<file path="src/inc/twg_regs.svh">
// register map, field positions, reset values and timing counts of the waveform generator
`ifndef TWG_REGS_SVH
`define TWG_REGS_SVH
`define TWG_CONFIG_ADDR    16'h2014
`define TWG_LEVEL1_ADDR    16'h2018
`define TWG_LEVEL2_ADDR    16'h201c
`define TWG_HOLD1_ADDR     16'h2020
`define TWG_RAMP1_ADDR     16'h2024
`define TWG_HOLD2_ADDR     16'h2028
`define TWG_RAMP2_ADDR     16'h202c
`define TWG_FECTRL_ADDR    16'h2100
`define TWG_FASTDAC_ADDR   16'h2104
`define TWG_LPCTRL_ADDR    16'h2108
`define TWG_LPOFS_ADDR     16'h210c
`define TWG_HPOFS_ADDR     16'h2110
`define TWG_LPATT_ADDR     16'h2114
`define TWG_HPATT_ADDR     16'h2118
`define TWG_OUTSTAT_ADDR   16'h211c
`define TWG_CFG_RESTART    0
`define TWG_CFG_TYPE_LO    1
`define TWG_CFG_OFSCAL     4
`define TWG_CFG_GAINCAL    5
`define TWG_FE_ENABLE      0
`define TWG_FE_HIPOWER     1
`define TWG_LP_ATTEN       0
`define TWG_CFG_RESET      32'h0000_0030
`define TWG_CLK_HZ         50000000
`define TWG_UPDATE_HZ      320000
`define TWG_TICK_CYC       (`TWG_CLK_HZ / `TWG_UPDATE_HZ)
`endif

</file>
<file path="src/inc/twg_pkg.sv">
// types shared by the waveform generator
package twg_pkg;
  // gray-coded trapezoid phases
  typedef enum logic [1:0] {
    TWG_HOLD1 = 2'b00,
    TWG_RAMP1 = 2'b01,
    TWG_HOLD2 = 2'b11,
    TWG_RAMP2 = 2'b10
  } twg_phase_t;
  typedef enum logic [1:0] {
    TWG_DIRECT = 2'b00,
    TWG_RSVD   = 2'b01,
    TWG_SINE   = 2'b10,
    TWG_TRAP   = 2'b11
  } twg_wave_t;
  typedef logic [11:0] twg_sample_t;
endpackage

</file>
<file path="src/hw/twg_top.sv">
// waveform generator control, trapezoid engine, apb registers and sample fifo
//
// How it works
// (RQ1) offset correction picks plain or attenuated offsets by attenuation bit 0
// (RQ2) type 00 sends software samples from the fast dac register to dac
// (RQ3) type 10 picks sine source and sets generator enable
// (RQ4) type 11 picks trapezoid source and sets generator enable
// (RQ5) restart bit set puts trapezoid at hold one, first level, immediately
// (RQ6) restart bit is write-only and clears itself after the restart
// (RQ7) first level is 12 bits read/write, upper bits read zero
// (RQ8) second level is 12 bits read/write, upper bits read zero
// (RQ9) first hold is a 20-bit count of update periods
// (RQ10) first ramp is a 20-bit count at fixed 320 kHz update
// (RQ11) second hold is a 20-bit count at fixed 320 kHz update
// (RQ12) second ramp is a 20-bit count at fixed 320 kHz update
// (RQ13) period runs hold one to ramp two and repeats; zero ramp gives square
// (RQ14) disabled generator holds last output until new type or restart
// (RQ15) hold first level, ramp up, hold second level, ramp back
`timescale 1ns/1ps
`default_nettype none
`include "twg_regs.svh"

// ----------------------------------------------------------------
// sample fifo
// ----------------------------------------------------------------
module twg_fifo #(
  parameter int WIDTH = 12,
  parameter int DEPTH = 4
) (
  input  wire logic             pclk,
  input  wire logic             presetn,
  input  wire logic             in_valid,
  output logic                  in_ready,
  input  wire logic [WIDTH-1:0] in_data,
  output logic                  out_valid,
  input  wire logic             out_ready,
  output logic      [WIDTH-1:0] out_data
);
  localparam int AW = $clog2(DEPTH);
  logic [WIDTH-1:0] mem [DEPTH];
  logic [AW-1:0]    wr_ptr;
  logic [AW-1:0]    rd_ptr;
  logic [AW:0]      fill;
  logic             push;
  logic             pop;

  assign in_ready  = (fill != DEPTH[AW:0]);
  assign out_valid = (fill != '0);
  assign out_data  = mem[rd_ptr];
  assign push      = in_valid & in_ready;
  assign pop       = out_valid & out_ready;

  // storage has no reset, only pointers matter
  always_ff @(posedge pclk) begin
    if (push) begin
      mem[wr_ptr] <= in_data;
    end
  end

  // pointers wrap at depth, depth need not be a power of two
  always_ff @(posedge pclk or negedge presetn) begin
    if (!presetn) begin
      wr_ptr <= '0;
      rd_ptr <= '0;
      fill   <= '0;
    end else begin
      if (push) begin
        wr_ptr <= (wr_ptr == AW'(DEPTH - 1)) ? '0 : wr_ptr + 1'b1;
      end
      if (pop) begin
        rd_ptr <= (rd_ptr == AW'(DEPTH - 1)) ? '0 : rd_ptr + 1'b1;
      end
      fill <= fill + {{AW{1'b0}}, push} - {{AW{1'b0}}, pop};
    end
  end
endmodule

// ----------------------------------------------------------------
// generator top
// ----------------------------------------------------------------
module twg_top (
  input  wire logic               pclk,
  input  wire logic               presetn,
  input  wire logic               psel,
  input  wire logic               penable,
  input  wire logic               pwrite,
  input  wire logic [31:0]        paddr,
  input  wire logic [31:0]        pwdata,
  output logic      [31:0]        prdata,
  output logic                    pready,
  output logic                    pslverr,
  input  wire twg_pkg::twg_sample_t sine_sample,
  output logic                    dac_valid,
  input  wire logic               dac_ready,
  output twg_pkg::twg_sample_t    dac_sample
);
  import twg_pkg::*;

  logic [31:0] wave_gen_config;
  logic [11:0] trap_level_one;
  logic [11:0] trap_level_two;
  logic [19:0] trap_first_hold_time;
  logic [19:0] trap_first_ramp_time;
  logic [19:0] trap_second_hold_time;
  logic [19:0] trap_second_ramp_time;
  logic [1:0]  front_end_control;
  logic [11:0] fast_dac_sample;
  logic        low_power_converter_control;
  logic [11:0] low_power_offset_value;
  logic [11:0] high_power_offset_value;
  logic [11:0] low_power_attenuated_offset;
  logic [11:0] high_power_attenuated_offset;
  logic        trap_restart;
  twg_wave_t   wave_type_select;
  twg_phase_t  phase;
  twg_phase_t  next_phase;
  logic [19:0] cnt;
  logic [19:0] next_cnt;
  logic [7:0]  div_cnt;
  logic        tick_pend;
  logic        kick;
  logic        acc;
  logic        wr_go;
  logic        rd_go;
  logic        fifo_in_ready;
  logic        fifo_out_valid;
  logic [11:0] fifo_out_data;
  logic        pop;
  logic        gen_push;
  logic        dac_wr;
  logic        push;
  logic [11:0] trap_value;
  logic [11:0] raw_sample;
  logic [11:0] offset_sel;
  logic [11:0] push_data;
  logic [19:0] dur;
  logic        wave_gen_enable;

  // address decode shared by read and write paths
  function automatic logic twg_hit(input logic [31:0] a);
    case (a[15:0])
      `TWG_CONFIG_ADDR, `TWG_LEVEL1_ADDR, `TWG_LEVEL2_ADDR, `TWG_HOLD1_ADDR,
      `TWG_RAMP1_ADDR, `TWG_HOLD2_ADDR, `TWG_RAMP2_ADDR, `TWG_FECTRL_ADDR,
      `TWG_FASTDAC_ADDR, `TWG_LPCTRL_ADDR, `TWG_LPOFS_ADDR, `TWG_HPOFS_ADDR,
      `TWG_LPATT_ADDR, `TWG_HPATT_ADDR, `TWG_OUTSTAT_ADDR: twg_hit = (a[31:16] == 16'h0000);
      default: twg_hit = 1'b0;
    endcase
  endfunction

  // ----------------------------------------------------------------
  // apb slave
  // ----------------------------------------------------------------
  assign wave_type_select = twg_wave_t'(wave_gen_config[`TWG_CFG_TYPE_LO +: 2]);
  assign wave_gen_enable  = front_end_control[`TWG_FE_ENABLE];
  assign acc    = psel & penable & ~pready;
  // a direct sample write waits while the fifo is full
  assign dac_wr = acc & pwrite & (paddr == {16'h0000, `TWG_FASTDAC_ADDR});
  assign wr_go  = acc & pwrite & (~dac_wr | fifo_in_ready);
  assign rd_go  = acc & ~pwrite;

  // handshake: pready one cycle into the access phase, unless stalled
  always_ff @(posedge pclk or negedge presetn) begin
    if (!presetn) begin
      pready  <= 1'b0;
      pslverr <= 1'b0;
    end else begin
      pready  <= wr_go | rd_go;
      pslverr <= (wr_go | rd_go) & ~twg_hit(paddr);
    end
  end

  // read data; reserved bits and the restart bit read zero
  always_ff @(posedge pclk or negedge presetn) begin
    if (!presetn) begin
      prdata <= 32'h0000_0000;
    end else if (rd_go) begin
      case (paddr[15:0])
        `TWG_CONFIG_ADDR:  prdata <= {26'h0, wave_gen_config[5:1], 1'b0};
        // (RQ7) twelve bit level
        `TWG_LEVEL1_ADDR:  prdata <= {20'h0, trap_level_one};
        // (RQ8) twelve bit level
        `TWG_LEVEL2_ADDR:  prdata <= {20'h0, trap_level_two};
        `TWG_HOLD1_ADDR:   prdata <= {12'h0, trap_first_hold_time};
        `TWG_RAMP1_ADDR:   prdata <= {12'h0, trap_first_ramp_time};
        `TWG_HOLD2_ADDR:   prdata <= {12'h0, trap_second_hold_time};
        `TWG_RAMP2_ADDR:   prdata <= {12'h0, trap_second_ramp_time};
        `TWG_FECTRL_ADDR:  prdata <= {30'h0, front_end_control};
        `TWG_FASTDAC_ADDR: prdata <= {20'h0, fast_dac_sample};
        `TWG_LPCTRL_ADDR:  prdata <= {31'h0, low_power_converter_control};
        `TWG_LPOFS_ADDR:   prdata <= {20'h0, low_power_offset_value};
        `TWG_HPOFS_ADDR:   prdata <= {20'h0, high_power_offset_value};
        `TWG_LPATT_ADDR:   prdata <= {20'h0, low_power_attenuated_offset};
        `TWG_HPATT_ADDR:   prdata <= {20'h0, high_power_attenuated_offset};
        `TWG_OUTSTAT_ADDR: prdata <= {18'h0, phase, dac_sample};
        default:           prdata <= 32'h0000_0000;
      endcase
    end
  end

  // parameter registers
  always_ff @(posedge pclk or negedge presetn) begin
    if (!presetn) begin
      trap_level_one               <= 12'h000;
      trap_level_two               <= 12'h000;
      trap_first_hold_time         <= 20'h00000;
      trap_first_ramp_time         <= 20'h00000;
      trap_second_hold_time        <= 20'h00000;
      trap_second_ramp_time        <= 20'h00000;
      fast_dac_sample              <= 12'h000;
      low_power_converter_control  <= 1'b0;
      low_power_offset_value       <= 12'h000;
      high_power_offset_value      <= 12'h000;
      low_power_attenuated_offset  <= 12'h000;
      high_power_attenuated_offset <= 12'h000;
    end else if (wr_go) begin
      case (paddr[15:0])
        `TWG_LEVEL1_ADDR:  trap_level_one <= pwdata[11:0];
        `TWG_LEVEL2_ADDR:  trap_level_two <= pwdata[11:0];
        // (RQ9) hold one width
        `TWG_HOLD1_ADDR:   trap_first_hold_time <= pwdata[19:0];
        // (RQ10) ramp one width
        `TWG_RAMP1_ADDR:   trap_first_ramp_time <= pwdata[19:0];
        // (RQ11) hold two width
        `TWG_HOLD2_ADDR:   trap_second_hold_time <= pwdata[19:0];
        // (RQ12) ramp two width
        `TWG_RAMP2_ADDR:   trap_second_ramp_time <= pwdata[19:0];
        `TWG_FASTDAC_ADDR: fast_dac_sample <= pwdata[11:0];
        `TWG_LPCTRL_ADDR:  low_power_converter_control <= pwdata[`TWG_LP_ATTEN];
        `TWG_LPOFS_ADDR:   low_power_offset_value <= pwdata[11:0];
        `TWG_HPOFS_ADDR:   high_power_offset_value <= pwdata[11:0];
        `TWG_LPATT_ADDR:   low_power_attenuated_offset <= pwdata[11:0];
        `TWG_HPATT_ADDR:   high_power_attenuated_offset <= pwdata[11:0];
        default: ;
      endcase
    end
  end

  // configuration and front end control
  always_ff @(posedge pclk or negedge presetn) begin
    if (!presetn) begin
      wave_gen_config   <= `TWG_CFG_RESET;
      front_end_control <= 2'b00;
    end else if (wr_go && paddr[15:0] == `TWG_CONFIG_ADDR) begin
      wave_gen_config <= {26'h0, pwdata[5:4], 1'b0, pwdata[2:1], 1'b0};
      // (RQ3) (RQ4) generator types turn the generator on
      if (pwdata[`TWG_CFG_TYPE_LO + 1]) begin
        front_end_control[`TWG_FE_ENABLE] <= 1'b1;
      end
    end else if (wr_go && paddr[15:0] == `TWG_FECTRL_ADDR) begin
      front_end_control <= pwdata[1:0];
    end
  end

  // (RQ6) restart is a one-cycle pulse, never stored
  always_ff @(posedge pclk or negedge presetn) begin
    if (!presetn) begin
      trap_restart <= 1'b0;
    end else begin
      trap_restart <= wr_go & (paddr[15:0] == `TWG_CONFIG_ADDR) & pwdata[`TWG_CFG_RESTART];
    end
  end

  // ----------------------------------------------------------------
  // update clock and trapezoid engine
  // ----------------------------------------------------------------
  // update tick; a tick not yet taken waits while the fifo is full
  always_ff @(posedge pclk or negedge presetn) begin
    if (!presetn) begin
      div_cnt   <= 8'h00;
      tick_pend <= 1'b0;
    end else if (trap_restart) begin
      // (RQ5) restart also restarts the update period, so hold one lasts a full tick
      div_cnt   <= 8'h00;
      tick_pend <= 1'b0;
    end else begin
      div_cnt <= (div_cnt == 8'(`TWG_TICK_CYC - 1)) ? 8'h00 : div_cnt + 8'h01;
      if (div_cnt == 8'(`TWG_TICK_CYC - 1)) begin
        tick_pend <= 1'b1;
      end else if (gen_push || kick) begin
        // a tick left over from a stop must not cut the first phase short
        tick_pend <= 1'b0;
      end
    end
  end

  // width of the present phase
  always_comb begin
    case (phase)
      TWG_HOLD1: dur = trap_first_hold_time;
      TWG_RAMP1: dur = trap_first_ramp_time;
      TWG_HOLD2: dur = trap_second_hold_time;
      TWG_RAMP2: dur = trap_second_ramp_time;
      default:   dur = trap_first_hold_time;
    endcase
  end

  // (RQ13) (RQ15) phase order; a zero width lasts only one update
  always_comb begin
    next_phase = phase;
    next_cnt   = cnt + 20'h00001;
    if (next_cnt >= dur) begin
      next_cnt = 20'h00000;
      case (phase)
        TWG_HOLD1: next_phase = TWG_RAMP1;
        TWG_RAMP1: next_phase = TWG_HOLD2;
        TWG_HOLD2: next_phase = TWG_RAMP2;
        TWG_RAMP2: next_phase = TWG_HOLD1;
        default:   next_phase = TWG_HOLD1;
      endcase
    end
  end

  always_ff @(posedge pclk or negedge presetn) begin
    if (!presetn) begin
      phase <= TWG_HOLD1;
      cnt   <= 20'h00000;
    end else if (trap_restart) begin
      // (RQ5) restart at the head of hold one
      phase <= TWG_HOLD1;
      cnt   <= 20'h00000;
    end else if (gen_push && wave_type_select == TWG_TRAP) begin
      phase <= next_phase;
      cnt   <= next_cnt;
    end
  end

  // (RQ15) linear ramp value; quotient never exceeds the level gap
  always_comb begin
    logic signed [12:0] gap;
    logic signed [33:0] num;
    logic signed [33:0] quo;
    logic        [11:0] base;
    gap  = 13'sd0;
    num  = 34'sd0;
    quo  = 34'sd0;
    base = trap_level_one;
    if (phase == TWG_RAMP2) begin
      base = trap_level_two;
      gap  = $signed({1'b0, trap_level_one}) - $signed({1'b0, trap_level_two});
    end else begin
      gap  = $signed({1'b0, trap_level_two}) - $signed({1'b0, trap_level_one});
    end
    num = $signed({{21{gap[12]}}, gap}) * $signed({14'h0000, cnt});
    if (dur != 20'h00000) begin
      quo = num / $signed({14'h0000, dur});
    end
    case (phase)
      TWG_HOLD1: trap_value = trap_level_one;
      TWG_HOLD2: trap_value = trap_level_two;
      default:   trap_value = base + quo[11:0];
    endcase
  end

  // ----------------------------------------------------------------
  // source select, offset correction and fifo feed
  // ----------------------------------------------------------------
  // (RQ2) source per waveform type
  always_comb begin
    case (wave_type_select)
      TWG_SINE: raw_sample = sine_sample;
      TWG_TRAP: raw_sample = trap_value;
      default:  raw_sample = (dac_wr) ? pwdata[11:0] : fast_dac_sample;
    endcase
  end

  // (RQ1) correction source by power mode and attenuation
  always_comb begin
    case ({low_power_converter_control, front_end_control[`TWG_FE_HIPOWER]})
      2'b00:   offset_sel = low_power_offset_value;
      2'b01:   offset_sel = high_power_offset_value;
      2'b10:   offset_sel = low_power_attenuated_offset;
      default: offset_sel = high_power_attenuated_offset;
    endcase
  end
  // sum wraps at twelve bits, no saturation
  assign push_data = wave_gen_config[`TWG_CFG_OFSCAL] ? 12'(raw_sample + offset_sel) : raw_sample;

  // (RQ14) kick sends one fresh sample after a sine or trapezoid type write or restart
  always_ff @(posedge pclk or negedge presetn) begin
    if (!presetn) begin
      kick <= 1'b0;
    end else if (trap_restart || (wr_go && paddr[15:0] == `TWG_CONFIG_ADDR
                                  && pwdata[`TWG_CFG_TYPE_LO + 1])) begin
      kick <= 1'b1;
    end else if (push && !dac_wr) begin
      kick <= 1'b0;
    end
  end

  // (RQ14) disabled generator stops feeding, the dac keeps its last value
  assign gen_push = fifo_in_ready & tick_pend & wave_gen_enable & ~kick & ~trap_restart
                    & wave_type_select[1];
  assign push     = (dac_wr & wr_go & ~wave_type_select[1]) | gen_push
                    | (kick & fifo_in_ready & ~trap_restart & wave_type_select[1]);

  twg_fifo #(
    .WIDTH (12),
    .DEPTH (4)
  ) u_fifo (
    .pclk      (pclk),
    .presetn   (presetn),
    .in_valid  (push),
    .in_ready  (fifo_in_ready),
    .in_data   (push_data),
    .out_valid (fifo_out_valid),
    .out_ready (pop),
    .out_data  (fifo_out_data)
  );

  // output stage keeps the last sample when the fifo runs dry
  assign pop = fifo_out_valid & (~dac_valid | dac_ready);
  always_ff @(posedge pclk or negedge presetn) begin
    if (!presetn) begin
      dac_valid  <= 1'b0;
      dac_sample <= 12'h000;
    end else begin
      if (pop) begin
        dac_sample <= fifo_out_data;
      end
      dac_valid <= pop | (dac_valid & ~dac_ready);
    end
  end

  // ----------------------------------------------------------------
  // assertions
  // ----------------------------------------------------------------
  property p_restart_clears;
    @(posedge pclk) disable iff (!presetn) trap_restart |=> !trap_restart;
  endproperty
  a_restart_clears: assert property (p_restart_clears) else $error("restart stuck"); // RQ6

  property p_restart_head;
    @(posedge pclk) disable iff (!presetn)
      trap_restart |=> (phase == TWG_HOLD1) && (cnt == 20'h00000) && (trap_value == trap_level_one);
  endproperty
  a_restart_head: assert property (p_restart_head) else $error("restart not at hold one"); // RQ5

  property p_sine_enable;
    @(posedge pclk) disable iff (!presetn)
      wr_go && paddr[15:0] == `TWG_CONFIG_ADDR && pwdata[2:1] == 2'b10
      |=> wave_gen_enable && wave_type_select == TWG_SINE;
  endproperty
  a_sine_enable: assert property (p_sine_enable) else $error("sine not enabled"); // RQ3

  property p_trap_enable;
    @(posedge pclk) disable iff (!presetn)
      wr_go && paddr[15:0] == `TWG_CONFIG_ADDR && pwdata[2:1] == 2'b11
      |=> wave_gen_enable && wave_type_select == TWG_TRAP;
  endproperty
  a_trap_enable: assert property (p_trap_enable) else $error("trapezoid not enabled"); // RQ4

  property p_level_read;
    @(posedge pclk) disable iff (!presetn)
      rd_go && paddr[15:0] == `TWG_LEVEL1_ADDR |=> prdata == {20'h0, trap_level_one};
  endproperty
  a_level_read: assert property (p_level_read) else $error("level read wrong"); // RQ7

  property p_offset_plain;
    @(posedge pclk) disable iff (!presetn)
      push && wave_gen_config[4] && !low_power_converter_control && !front_end_control[1]
      |-> push_data == 12'(raw_sample + low_power_offset_value);
  endproperty
  a_offset_plain: assert property (p_offset_plain) else $error("offset source wrong"); // RQ1

  property p_direct;
    @(posedge pclk) disable iff (!presetn)
      wr_go && dac_wr && wave_type_select == TWG_DIRECT && !wave_gen_config[4]
      |-> push && push_data == pwdata[11:0];
  endproperty
  a_direct: assert property (p_direct) else $error("direct sample lost"); // RQ2

  property p_wrap;
    @(posedge pclk) disable iff (!presetn)
      gen_push && wave_type_select == TWG_TRAP && phase == TWG_RAMP2 && cnt + 20'h1 >= dur
      && !trap_restart |=> phase == TWG_HOLD1;
  endproperty
  a_wrap: assert property (p_wrap) else $error("period did not repeat"); // RQ13

  property p_hold_off;
    @(posedge pclk) disable iff (!presetn)
      !wave_gen_enable && wave_type_select[1] && !kick |-> !push;
  endproperty
  a_hold_off: assert property (p_hold_off) else $error("disabled generator pushed"); // RQ14

  property p_hold_two;
    @(posedge pclk) disable iff (!presetn) phase == TWG_HOLD2 |-> trap_value == trap_level_two;
  endproperty
  a_hold_two: assert property (p_hold_two) else $error("hold two level wrong"); // RQ15
endmodule
`default_nettype wire

</file>
<file path="config.mk">
export PLATFORM = sky130hd
export DESIGN_NAME = twg_top
export DESIGN_NICKNAME = d
export VERILOG_FILES = /design/src/inc/twg_pkg.sv /design/src/hw/twg_top.sv
export VERILOG_INCLUDE_DIRS = /design/src /design/src/inc
export SDC_FILE = /design/constraint.sdc
export NUM_CORES = 2
export LEC_CHECK = 0
export ABC_AREA = 0
export BUFFER_PORTS_ARGS = -buffer_cell sky130_fd_sc_hd__clkbuf_2
export CAP_MARGIN = 40
export CORE_ASPECT_RATIO = 0.5
export CORE_MARGIN = 2
export CORE_UTILIZATION = 35
export DETAILED_ROUTE_END_ITERATION = 6
export GPL_TIMING_DRIVEN = 0
export PLACE_DENSITY_LB_ADDON = 0.08
export SYNTH_ARGS = -nofsm -noshare
export SYNTH_HDL_FRONTEND = slang
export SYNTH_SLANG_ARGS = --single-unit
export TNS_END_PERCENT = 10
</file>
<file path="constraint.sdc">
create_clock -name pclk -period 163.2 [get_ports pclk]
set_input_delay 16.32 -clock pclk [delete_from_list [all_inputs] [get_ports pclk]]
set_output_delay 16.32 -clock pclk [all_outputs]
set_load 0.05 [all_outputs]
</file>
==> flow_metrics.env <==
export IMPL_drc=6
export IMPL_wl_per_cell_um=21.6
export IMPL_clk_latency_ps=570
export IMPL_final_period_utilization_pct=90.0
export IMPL_tightest_slew_ps=1060
export IMPL_cts_sinks=294
export IMPL_final_common_cell="nand2_1"
export IMPL_cts_tree="built"
export IMPL_drt_first_pass_iters=7
export IMPL_port_buffers=104
export IMPL_async_flop_share_pct=83.7
export IMPL_grt_pass1_wl_um=293000
export IMPL_synth_edf_count=48
export IMPL_place_ws_ps=17960
export IMPL_layout_common_cells="nand2_1 (698), ha_1 (684), nor2_1 (488)"
export IMPL_startpoint="phase[0]"
export IMPL_yosys_warnings=0
export IMPL_fin_tns_setup_ps=0
export IMPL_clock_skew_ps=25.2
export IMPL_whs_path_depth=1
export IMPL_slew_headroom_pct=29.6
export IMPL_end_kind="register"
export IMPL_rows=101
export IMPL_yosys_most_used_dff="dfrtp_1"
export IMPL_worstSetupPathType="register to register"
export IMPL_slowest_stage="o41ai_1"
export IMPL_gr_total_overflow=0
export IMPL_dpl_cell_count=8691
export IMPL_drtIter0Drc=3583
export IMPL_maxCapViolCount=0
export IMPL_drv_slew=0
export IMPL_drive_gt1_share_pct=11.2
export IMPL_critPathRequiredTime_ps=163530
export IMPL_critPathMaxStageDelay_ps=820
export IMPL_hold_viol_final=0
export IMPL_grt_max_degree=105
export IMPL_clockBufferDepth=3
export IMPL_max_freq_ghz=0.00681
export IMPL_grt_antenna_before_repair=8
export IMPL_cp_start_kind="register"
export IMPL_cts_htree_levels=2
export IMPL_rr_startpoint="phase[0]"
export IMPL_violations="design-rule violations"
export IMPL_cts_setup_buffers=0
export IMPL_fin_cells=8760
export IMPL_timing_rr_end="u_fifo.mem[1][11]"
export IMPL_hold_buffers=0
export IMPL_die_y_um=280
export IMPL_dp_hpwl_um=157000
export IMPL_clockRootBuffer="clkbuf_16"
export IMPL_synth_seq_area_share_pct=14.3
export IMPL_die_area_mm2=0.155
export IMPL_synthToLayoutAreaGrowth_pct=9.76
export IMPL_path_common_cell="o21a_1"
export IMPL_finalSetupViolCount=0
export IMPL_fin_nets=7693
export IMPL_cts_inserted_buffers=37
export IMPL_routed_via_density=5.79
export IMPL_fp_dieW_um=555
export IMPL_ant_nets=0
export IMPL_post_cts_resized=0
export IMPL_syn_area_mm2=0.0532
export IMPL_synth_cell_types=137
export IMPL_rsz0062_at_grt="false"
export IMPL_hp_class="register to register"
export IMPL_avgSynthCellArea_um2=8.16
export IMPL_period_minus_slack_ps=146930
export IMPL_synth_cells=6513
export IMPL_critPathMaxFanout=10
export IMPL_core_area_mm2=0.151
export IMPL_io_pin_count=129
export IMPL_routed_wl_um=189000
export IMPL_track_usage_pct=23.8
export IMPL_synth_seq_cells=294
export IMPL_vias=50730
export IMPL_r2r_cells=570
export IMPL_layout_setup_ws_ps=16270
export IMPL_clk_pin_slew_ps=60
export IMPL_holdPathEnd="div_cnt[0]"
export IMPL_rrSetupSlack_ps=16270
export IMPL_gp_congestion=0.905
export IMPL_min_from="div_cnt[0]"
export IMPL_finalInstanceArea_mm2=0.0584
export IMPL_start_util_pct=35.1
export IMPL_grt_pass1_vias=49800
export IMPL_arrival_ps=147270
export IMPL_status="complete, but fails checks"
export IMPL_placed_cell_area_mm2=0.0572
-- through the flow --
step                      utilization [%]  hold WS [ps]
after floorplan                         -           433
after global placement               37.2           448
after detailed placement             37.8           455
after CTS                            38.6           463
after global routing                 38.6           491
final                                38.6           459
-- registers in the layout (all words and copies together), names as in the netlist, 2 cells and up --
| register | flops |
|---|---|
| u_fifo.mem | 48 |
| cnt | 20 |
| prdata | 20 |
| trap_first_hold_time | 20 |
| trap_first_ramp_time | 20 |
| trap_second_hold_time | 20 |
| trap_second_ramp_time | 20 |
| dac_sample | 12 |
| fast_dac_sample | 12 |
| high_power_attenuated_offset | 12 |
| high_power_offset_value | 12 |
| low_power_attenuated_offset | 12 |
| low_power_offset_value | 12 |
| trap_level_one | 12 |
| trap_level_two | 12 |
| div_cnt | 8 |
| wave_gen_config | 4 |
| u_fifo.fill | 3 |
| front_end_control | 2 |
| phase | 2 |
| u_fifo.rd_ptr | 2 |
| u_fifo.wr_ptr | 2 |
-- synthesized netlist by cell type, types with 14 or more instances --
library cell    n  area, um^2
ha_1          684        8560
o21a_1        215        1610
nor2b_1        83         519
xor2_1        123        1080
edfxtp_1       48        1440
o21bai_1       23         173
o211ai_1       42         315
or2_2          57         357
or3_1          61         382
nand3_1       114         571
o21ai_0       321        1610
fa_1          203        4060
a31oi_1        77         482
and2_1         97         607
buf_1          24        90.1
a22o_1         17         149
mux2i_1        68         681
o31a_1         17         149
nand2_1       700        2630
a21boi_0       22         165
a222oi_1       25         250
a21oi_1       391        1960
inv_1         347        1300
buf_4          19         143
clkbuf_1      215         807
o21ai_1        16        80.1
nor3b_1        14         105
a221oi_1       41         359
mux4_2         24         541
a221o_1        19         190
mux2_2        281        3160
and3_1         54         338
nor4_1         33         206
xnor2_1       229        2010
a211oi_1       47         353
nand4_1        42         263
nor2_1        488        1830
o31ai_1       129         968
dfrtp_1       244        6110
a21o_1        144        1080
a22oi_1        28         210
and4_1         15         131
a211o_1        20         175
nor3_1        246        1230
nand2b_1       64         400
-- worst max-delay path by stage --
| stage | end | cells past startpoint |
|---|---|---|
| after floorplan | u_fifo.mem[0][11] | 573 |
| after global placement | u_fifo.mem[2][11] | 569 |
| after detailed placement | u_fifo.mem[0][11] | 572 |
| after CTS | u_fifo.mem[1][11] | 573 |
| after global routing | u_fifo.mem[1][11] | 573 |
| final | u_fifo.mem[1][11] | 570 |
-- metal layers --
metal | part of all wire (%) | wire, um | global-route usage (%) | up-vias
met3 | 4.2 | 8000 | 2.01 | 188
met1 | 47 | 88400 | 32.3 | 25032
met5 | 0 | 0 | 0 | -
met2 | 47 | 88800 | 40.9 | 1196
met4 | 2.1 | 4070 | 5.18 | 0
li1 | - | - | - | 24314
-- logic make-up after synthesis --
| family | count (synthesis) | synth area share (%) |
|---|---|---|
| adders and majority gates | 889 | 23.8 |
| and+or+nand+nor | 2144 | 19.3 |
| buffers and inverters | 633 | 4.83 |
| xor gates and xnor gates | 352 | 5.80 |
| muxes | 382 | 8.49 |
| AOI/OAI and AO/OA | 1818 | 23.5 |
| other | 1 | 0.00705 |
| DFF | 294 | 14.3 |
-- cell type report --
class	count	area, um^2
Fill cell	15532	92900
Multi-Input combinational cell	5597	43200
Sequential cell	294	7600
Tap cell	2008	2510
Inverter	348	1310
Timing Repair Buffer	161	1260
Buffer	285	1260
Clock buffer	51	1040
Clock inverter	14	144
Antenna cell	2	5.00
-- critical path: cells and delay by family (launching register included) --
kind                       cells  cell delay, ps
AOI/OAI and AO/OA            323           76900
xor gates and xnor gates       4             770
adders and majority gates     45           14800
buffers and inverters         71           25270
DFF                            1             450
muxes                          6            2200
and+or+nand+nor              121           25850
Power is not shown: default switching activity piles up to over one toggle a cycle in this logic, so the estimate is an artifact.
